File: config.mk
export PLATFORM = sky130hd
export DESIGN_NAME = ccc_chain_ctrl
export DESIGN_NICKNAME = d
export VERILOG_FILES = /design/src/verilog/ccc_chain_ctrl.v /design/src/verilog/ccc_edge.v
export VERILOG_INCLUDE_DIRS = /design/src /design/src/verilog
export SDC_FILE = /design/constraint.sdc
export NUM_CORES = 1
export LEC_CHECK = 0
export ABC_AREA = 1
export BUFFER_PORTS_ARGS = -buffer_cell sky130_fd_sc_hd__buf_2
export CAP_MARGIN = 40
export CORE_MARGIN = 2
export CORE_UTILIZATION = 53
export CTS_CLUSTER_DIAMETER = 100
export DETAILED_ROUTE_END_ITERATION = 6
export HOLD_SLACK_MARGIN = 0.06
export PLACE_DENSITY = 0.82
export SYNTH_ARGS = -nofsm -noshare
export SYNTH_HDL_FRONTEND = slang
export SYNTH_HIERARCHICAL = 1
export SYNTH_SLANG_ARGS = --single-unit
File: constraint.sdc
create_clock -name CLOCK -period 2 [get_ports CLOCK]
set_input_delay 0.2 -clock CLOCK [delete_from_list [all_inputs] [get_ports CLOCK]]
set_output_delay 0.2 -clock CLOCK [all_outputs]
set_load 0.005 [all_outputs]
File: src/verilog/ccc_map.vh
// constants for the chain-cascade configuration controller
`ifndef CCC_MAP_VH
`define CCC_MAP_VH
`define CCC_CLK_HZ          10000000
`define CCC_INIT_TCK        1094
`define CCC_INIT_LAST       11'h445
`define CCC_SEL_W           4
`define CCC_SEL_SCAN        4'h0
`define CCC_SEL_FPP         4'h1
`define CCC_SEL_AS          4'h2
`define CCC_SEL_PS          4'h3
`define CCC_CNT_W           11
`define CCC_LEN_W           24
`define CCC_DEF_LEN         24'h000040
`define CCC_MIN_CHAIN       17
`endif
File: src/verilog/ccc_chain_ctrl.v
// chain-level configuration controller with cascade enable handshake
`timescale 1ns/100ps
`include "ccc_map.vh"
// Operation
// host holds enable input low during scan load
// first enable tied low, outputs feed next
// own load done drives enable output low
// shared completion and status lines, joint user mode
// host loads all devices when lines shared
// scan loads in chain order or enables grounded
// scan load success drives enable output low
// no chain length limit, supports over 17
// separate lines suggested for scan-only use
// serial input unless scan scheme uses test data
// host gives 1094 extra test clocks
// completion released high on scan success
module ccc_chain_ctrl (
    input  wire        CLOCK,
    input  wire        RST,
    input  wire [3:0]  SCHEME_SELECT,
    input  wire        CHAIN_EN_N,
    input  wire        SERIAL_CONFIG_IN,
    input  wire        CONFIG_DATA_CLOCK,
    input  wire        TCK,
    input  wire        TDI,
    input  wire        SCAN_LOAD_REQ,
    input  wire [23:0] LOAD_LENGTH,
    input  wire        LOAD_COMPLETE_IN,
    input  wire        STATUS_N_IN,
    output reg         LOAD_COMPLETE_OE,
    output reg         LOAD_COMPLETE_OUT,
    output reg         STATUS_N_OE,
    output reg         STATUS_N_OUT,
    output reg         CHAIN_EN_OUT_N,
    output reg         USER_MODE,
    output reg         LOAD_ERROR
);
    // load sequencer states
    localparam ST_IDLE    = 3'h0;
    localparam ST_WAIT_EN = 3'h1;
    localparam ST_LOAD    = 3'h2;
    localparam ST_INIT    = 3'h3;
    localparam ST_USER    = 3'h4;
    localparam ST_FAIL    = 3'h5;

    reg  [2:0]              state_reg;
    reg  [2:0]              state_next;
    reg  [`CCC_LEN_W-1:0]   bits_reg;
    reg  [`CCC_LEN_W-1:0]   bits_next;
    reg  [`CCC_CNT_W-1:0]   init_reg;
    reg  [`CCC_CNT_W-1:0]   init_next;
    reg  [15:0]             crc_reg;
    reg  [15:0]             crc_next;
    reg                     scan_reg;
    reg                     scan_next;
    reg                     done_oe_next;
    reg                     done_out_next;
    reg                     stat_oe_next;
    reg                     stat_out_next;
    reg                     en_out_n_next;
    reg                     user_next;
    reg                     error_next;
    wire                    tck_rise;
    wire                    dck_rise;
    wire                    scan_mode;
    wire                    data_bit;
    wire                    bit_strobe;
    wire [`CCC_LEN_W-1:0]   target_len;
    wire [`CCC_LEN_W-1:0]   bits_inc;
    wire                    last_bit;
    wire                    init_last;

    ccc_edge u_tck (
        .clk  (CLOCK),
        .rst  (RST),
        .din  (TCK),
        .rise (tck_rise)
    );
    ccc_edge u_dck (
        .clk  (CLOCK),
        .rst  (RST),
        .din  (CONFIG_DATA_CLOCK),
        .rise (dck_rise)
    );

    // strobe and data follow the scheme latched at load start
    assign scan_mode  = (SCHEME_SELECT == `CCC_SEL_SCAN) | SCAN_LOAD_REQ;
    assign data_bit   = scan_reg ? TDI : SERIAL_CONFIG_IN;
    assign bit_strobe = scan_reg ? tck_rise : dck_rise;
    assign target_len = (LOAD_LENGTH == 24'h000000) ? `CCC_DEF_LEN : LOAD_LENGTH;
    assign bits_inc   = bits_reg + 24'h000001;
    assign last_bit   = (bits_inc == target_len);
    assign init_last  = tck_rise & (init_reg == `CCC_INIT_LAST);

    function [15:0] crc_step;
        input [15:0] c;
        input        b;
        begin
            crc_step = {c[14:0], 1'b0} ^ ((c[15] ^ b) ? 16'h1021 : 16'h0000);
        end
    endfunction

    // the device holds no chain position, so any cascade depth works
    always @* begin
        state_next    = state_reg;
        bits_next     = bits_reg;
        init_next     = init_reg;
        crc_next      = crc_reg;
        scan_next     = scan_reg;
        done_oe_next  = LOAD_COMPLETE_OE;
        done_out_next = LOAD_COMPLETE_OUT;
        stat_oe_next  = STATUS_N_OE;
        stat_out_next = STATUS_N_OUT;
        en_out_n_next = CHAIN_EN_OUT_N;
        user_next     = USER_MODE;
        error_next    = LOAD_ERROR;
        case (state_reg)
            ST_IDLE: begin
                stat_oe_next  = 1'b0;
                stat_out_next = 1'b1;
                state_next    = ST_WAIT_EN;
            end

            ST_WAIT_EN: begin
                if (!CHAIN_EN_N) begin
                    scan_next  = scan_mode;
                    bits_next  = {`CCC_LEN_W{1'b0}};
                    crc_next   = 16'hFFFF;
                    state_next = ST_LOAD;
                end
            end

            ST_LOAD: begin
                // enable lost mid-load restarts the count
                if (CHAIN_EN_N) begin
                    state_next = ST_WAIT_EN;
                end else if (!STATUS_N_IN) begin
                    state_next = ST_FAIL;
                end else if (bit_strobe) begin
                    crc_next  = crc_step(crc_reg, data_bit);
                    bits_next = bits_inc;
                    if (last_bit) begin
                        init_next  = {`CCC_CNT_W{1'b0}};
                        state_next = ST_INIT;
                    end
                end
            end

            ST_INIT: begin
                // init clocks counted only on scan loads
                if (!scan_reg || init_last) begin
                    done_oe_next  = 1'b0;
                    en_out_n_next = 1'b0;
                    state_next    = ST_USER;
                end else if (tck_rise) begin
                    init_next = init_reg + 11'h001;
                end
            end

            ST_USER: begin
                // user mode waits for the shared lines of the whole chain
                user_next = LOAD_COMPLETE_IN & STATUS_N_IN;
                if (!STATUS_N_IN) begin
                    state_next = ST_FAIL;
                end
            end

            ST_FAIL: begin
                // fail holds both shared lines low until reset
                error_next    = 1'b1;
                user_next     = 1'b0;
                done_oe_next  = 1'b1;
                stat_oe_next  = 1'b1;
                stat_out_next = 1'b0;
                en_out_n_next = 1'b1;
            end

            default: begin
                state_next = ST_IDLE;
            end
        endcase
    end

    // state and datapath registers
    always @(posedge CLOCK) begin
        if (RST) begin
            state_reg <= ST_IDLE;
            bits_reg  <= {`CCC_LEN_W{1'b0}};
            init_reg  <= {`CCC_CNT_W{1'b0}};
            crc_reg   <= 16'h0000;
            scan_reg  <= 1'b0;
        end else begin
            state_reg <= state_next;
            bits_reg  <= bits_next;
            init_reg  <= init_next;
            crc_reg   <= crc_next;
            scan_reg  <= scan_next;
        end
    end

    // open-drain drives and status flags, all registered
    always @(posedge CLOCK) begin
        if (RST) begin
            LOAD_COMPLETE_OE  <= 1'b1;
            LOAD_COMPLETE_OUT <= 1'b0;
            STATUS_N_OE       <= 1'b1;
            STATUS_N_OUT      <= 1'b0;
            CHAIN_EN_OUT_N    <= 1'b1;
            USER_MODE         <= 1'b0;
            LOAD_ERROR        <= 1'b0;
        end else begin
            LOAD_COMPLETE_OE  <= done_oe_next;
            LOAD_COMPLETE_OUT <= done_out_next;
            STATUS_N_OE       <= stat_oe_next;
            STATUS_N_OUT      <= stat_out_next;
            CHAIN_EN_OUT_N    <= en_out_n_next;
            USER_MODE         <= user_next;
            LOAD_ERROR        <= error_next;
        end
    end
endmodule // ccc_chain_ctrl

File: src/verilog/ccc_edge.v
// rising-edge detector for a synchronous strobe input
`timescale 1ns/100ps
module ccc_edge (
    input  wire clk,
    input  wire rst,
    input  wire din,
    output wire rise
);
    reg prev_reg;
    always @(posedge clk) begin
        if (rst) begin
            prev_reg <= 1'b1;
        end else begin
            prev_reg <= din;
        end
    end
    assign rise = din & ~prev_reg;
endmodule // ccc_edge

---- Word level (Yosys, flattened, before mapping) ----
Index checks and enable logic that the tools add are counted.
cells by class
  add/sub/neg operators ................... 2
  equal/unequal tests ..................... 18
  muxes and demuxes ....................... 27
  bitwise gates (word level) .............. 9
  reductions and logical operators ........ 15
operator list
  cell                   count
  $mux 24                5
  $mux 11                6
  $pmux 24 s2            1
  $add 24x1->24 const B  1
  $eq 24x24->1           1
  $logic_not 24->1       1
  $pmux 11 s2            1
  $mux 3                 7
  $ne 2x2->1 const B     9
  $pmux 3 s6             1
  $add 11x1->11 const B  1
  $eq 11x11->1 const B   1
  $reduce_bool 2->1      5
  $ne 4x4->1 const B     2
  $pmux 1 s2             4
  $reduce_and 7->1       1
  $eq 3x2->1 const B     2
  $eq 3x3->1 const B     2
  $reduce_and 6->1       1
  $reduce_and 5->1       1
  $and 1x1->1            4
  $logic_not 4->1        1
  $not 1->1              4
  $reduce_and 2->1       2
  other kinds (6)        7
word-level totals
  register bits ........................... 46
  output and inout bits ................... 7
  word-level logic and storage cells ...... 82

---- Logic depth before layout (Yosys ltp) ----
  depth in word-level cells ............... 8
  mapped depth ............................ 20
  mapped depth without buffers ............ 19

---- Modules after synthesis ----
Netlist, hierarchy kept.
modules (own cells, without submodules)
  module          instances  cells an instance  area an instance (um^2)  sequential area each (um^2)
  ccc_chain_ctrl  1          571                3278.1                   880.8
  ccc_edge        2          5                  37.5                     20.0

---- Least setup slack after synthesis ----
OpenSTA, ideal clock, no wires.
  path kind ............................... register to register
  start ................................... reg bits_reg[0]
  end ..................................... reg init_reg[8]
  library setup time ...................... 0.114 ns
  arrival time ............................ 2.074 ns
  path slack .............................. -0.187 ns
  stages on the path, launching flop included .. 20
  buffers on the path ..................... 1
  clock period less this slack ............ 2.187 ns
  cell sequence ........................... dfxtp_1 ha_1 nand2_1 nor2_2 nand2_2 nor2_2 nand2_1 nand2_1 nand2_1 nand2_1 nand2_1 nor2_1 nand2_1 nor2_2 nand2_2 nand2_4 nand3_4 buf_6 a21oi_1 nor2_1
on the way
  cells in the longest elaborated chain, start to end .. 4
ends and longest elaborated chain
  element                     line                  RTL
  start: declaration          ccc_chain_ctrl.v:48   reg [`CCC_LEN_W-1:0] bits_reg;
  start signal: assignment    ccc_chain_ctrl.v:188  bits_reg <= {`CCC_LEN_W{1'b0}};
  start signal: assignment    ccc_chain_ctrl.v:194  bits_reg <= bits_next;
  $add 24x1->24               ccc_chain_ctrl.v:91   assign bits_inc = bits_reg + 24'h000001;
  $eq 24x24->1                ccc_chain_ctrl.v:92   assign last_bit = (bits_inc == target_len);
  $ne 2x2->1 (no line)        -
  $reduce_and 7->1 (no line)  -
  end signal: assignment      ccc_chain_ctrl.v:189  init_reg <= {`CCC_CNT_W{1'b0}};
  end signal: assignment      ccc_chain_ctrl.v:195  init_reg <= init_next;
  end: declaration            ccc_chain_ctrl.v:50   reg [`CCC_CNT_W-1:0] init_reg;
Every way passes these cells.
A chain may end at the register's enable or synchronous reset.

---- Worst setup path in the final report ----
  start ................................... reg bits_reg[1]
  end ..................................... reg init_reg[3]
Same word-level chain as after synthesis.

==> flow_metrics.env <==
export IMPL_max_slew_worst_pin_slew_ns=0.5722
export IMPL_status="complete, but fails checks"
export IMPL_design_core_area_um2=6026
export IMPL_vias=4248
export IMPL_path_clk_slew_ns=0.10
export IMPL_cts_root_buf="clkbuf_8"
export IMPL_first_pass_iters=6
export IMPL_p_leak_nw=2.113
export IMPL_setup_viol=14
export IMPL_placed_area_um2=4244
export IMPL_grt_pass1_vias=3882
export IMPL_vias_per_cell=5.460
export IMPL_syn_inst=581
export IMPL_crit_start="bits_reg[1]"
export IMPL_reg2reg_slack_ns=-0.35
export IMPL_min_period_ns=2.353
export IMPL_grt_usage_pct=28.56
export IMPL_critPathMaxFanout=7
export IMPL_clockBufferDepth=2
export IMPL_drive_gt1_share_pct=29.45
export IMPL_gp_congestion=0.9545
export IMPL_cts_sinks=46
export IMPL_synth_simple_gate_area_share_pct=47.76
export IMPL_ys_warn_count=6
export IMPL_synth_compound_area_share_pct=9.403
export IMPL_r2r_cells=17
export IMPL_place_inst=764
export IMPL_synth_avg_cell_area_um2=5.771
export IMPL_antenna_found_initial=0
export IMPL_slew_headroom_pct=61.85
export IMPL_synthAdderAreaFrac_pct=1.119
export IMPL_holdPathEnd="u_tck/prev_reg"
export IMPL_maxCapViolations=0
export IMPL_drc=0
export IMPL_pre_cts_ws_ns=-0.2910
export IMPL_area_delta_synth_final_pct=36.23
export IMPL_dp_hpwl_um=7313
export IMPL_holdPathStages=3
export IMPL_cts_htree_levels=2
export IMPL_final_cell_mix="nand2_1, inv_1, buf_4"
export IMPL_nNetsFinal=743
export IMPL_synth_top_family_by_area="simple AND/OR/NAND/NOR gates"
export IMPL_layout_commonest_cell="nand2_1"
export IMPL_final_setup_tns_ns=-4.490
export IMPL_grt_remaining_overflow=0
export IMPL_setup_ws_ns=-0.3529
export IMPL_fmax_mhz=425.0
export IMPL_fin_area_um2=4568
export IMPL_io_buffers=41
export IMPL_synthMuxAreaShare_pct=0
export IMPL_start_util_pct=55.65
export IMPL_clock_skew_ns=0.009514
export IMPL_critical_path_class="reg2reg"
export IMPL_r2r_start="bits_reg[1]"
export IMPL_drt_iter0_markers=319
export IMPL_reg2reg_to="init_reg[3]"
export IMPL_final_hold_viol_count=0
export IMPL_synth_fp_nets=622
export IMPL_clk_latency_ns=0.32
export IMPL_power_mw=2.551
export IMPL_power_density_nw_per_um2=558.3
export IMPL_ys_ff_latch=46
export IMPL_endpoint_kind="flip-flop"
export IMPL_cp_arrival_ns=2.61
export IMPL_syn_area_um2=3353
export IMPL_fin_crit_sh_pct=117.6
export IMPL_antenna_left=0
export IMPL_synthXorXnorAreaFrac_pct=3.134
export IMPL_final_util_pct=75.81
export IMPL_peakVddDrop_mv=0.6756
export IMPL_final_cells=778
export IMPL_chipWidth_um=83.54
export IMPL_numCtsBuffers=5
export IMPL_dieHeight_um=83.54
export IMPL_die_area_um2=6979
export IMPL_ys_types=33
export IMPL_hold_path_class="in2reg"
export IMPL_wl_per_cell_um=13.41
export IMPL_rsz0062_at_grt="yes"
export IMPL_fp_row_count=28
export IMPL_io_pins=45
export IMPL_slew_viol_final=0
export IMPL_wirelength_um=10430
export IMPL_synth_seq_area_share_pct=27.46
export IMPL_largest_reg_flops=24
export IMPL_cts_tree="built"
export IMPL_min_delay_start="TCK"
export IMPL_timing_hold_ws_ns=0.07586
export IMPL_grt_start_max_net_pins=32
export IMPL_critPathLaunchType="flip-flop"
export IMPL_violations="negative setup slack"
export IMPL_n_antenna_cell=0
export IMPL_crit_required_ns=2.26
export IMPL_grt_pass1_wl_um=16640
## final cells by class
type	count	area (µm²)
clock buffers	5	68.82
clock inverters	3	23.77
fillers	435	1458
inverters	83	311.5
multi-input cells	442	2273
flip-flops and latches	46	955.9
well taps	75	93.84
repair buffers	124	840.8
## critical path, cell delays in order, from the launching register on
cell and delay, ns:
dfxtp_4 0.38, ha_4 0.17, nand2_4 0.06, nor2_4 0.18, nand2_1 0.13, o21ai_1 0.21, nand2_1 0.10, nand2_1 0.08
nand2_1 0.05, nor2_1 0.13, nand2_1 0.09, nor2_2 0.12, nand2_2 0.09, nand2_4 0.11, nand3_4 0.13, nand2_2 0.10
nand2_1 0.06, nor2_1 0.10
## metal layers
metal | part of all wire (%) | vias up | global-route usage [%] | wire length, µm
li1 | - | 2076 | - | -
met1 | 39 | 1924 | 33.88 | 4103
met2 | 50 | 214 | 51.83 | 5201
met3 | 7.7 | 34 | 4.847 | 807
met4 | 3.1 | 0 | 9.824 | 322
met5 | 0 | - | 0 | 0
## cells in the mapped netlist
cell type	instances	area [µm²]
inv_2	1	3.750
and2_1	1	6.260
xor2_1	9	78.83
nand3_1	63	315.3
xnor2_1	3	26.28
nor2_1	69	259.0
dfxtp_1	46	920.9
nand2_2	6	37.54
buf_1	1	3.750
buf_6	1	11.26
o2bb2ai_1	1	8.760
nor2_2	7	43.79
a311oi_1	2	17.52
nand2_1	187	701.9
a21oi_1	40	200.2
or2_2	2	12.51
nor2_4	4	45.04
inv_1	82	307.8
nor3_1	4	20.02
nand3b_1	5	37.54
nand3_4	1	17.52
clkbuf_1	6	22.52
o21ai_0	11	55.05
buf_2	1	5.000
buf_4	2	15.01
nor4_1	3	18.77
nor2b_1	2	12.51
ha_1	3	37.54
nand2_4	1	11.26
o21ai_2	1	8.760
nand4_1	10	62.56
o21ai_1	5	25.02
conb_1	1	3.750
## report_power, final
group          internal, mW  switching, mW  leakage, nW
clock                 0.254          0.378       0.0491
combinational         0.379          0.523         1.68
sequential            0.978         0.0375        0.382
## repair_timing
action,in CTS,in global routing
hold buffers,0,0
pin swaps,20,17
buffers inserted,4,1
cloned,1,0
endpoints found under the setup margin,14,14
gates resized for setup,26,31
## logic make-up (layout without fill, tap and decap cells)
family,after synthesis,in the layout
flip-flops,46,46
AND/OR/NAND/NOR,365,366
AO/OA/AOI/OAI,60,60
XOR/XNOR,12,12
other,1,1
adder cells (fa/ha/maj),3,3
buffers and inverters,94,215
## worst max-delay path by stage
stage                   end  slack, ns  depth (start not counted)
2_1_floorplan   init_reg[8]      -0.05                         19
3_3_place_gp   init_reg[10]      -0.25                         15
3_5_place_dp   init_reg[10]      -0.29                         15
4_1_cts         init_reg[3]      -0.20                         19
5_1_grt         init_reg[7]      -0.47                         17
6_report        init_reg[3]      -0.35                         17
(Power assumes the default switching activity.)
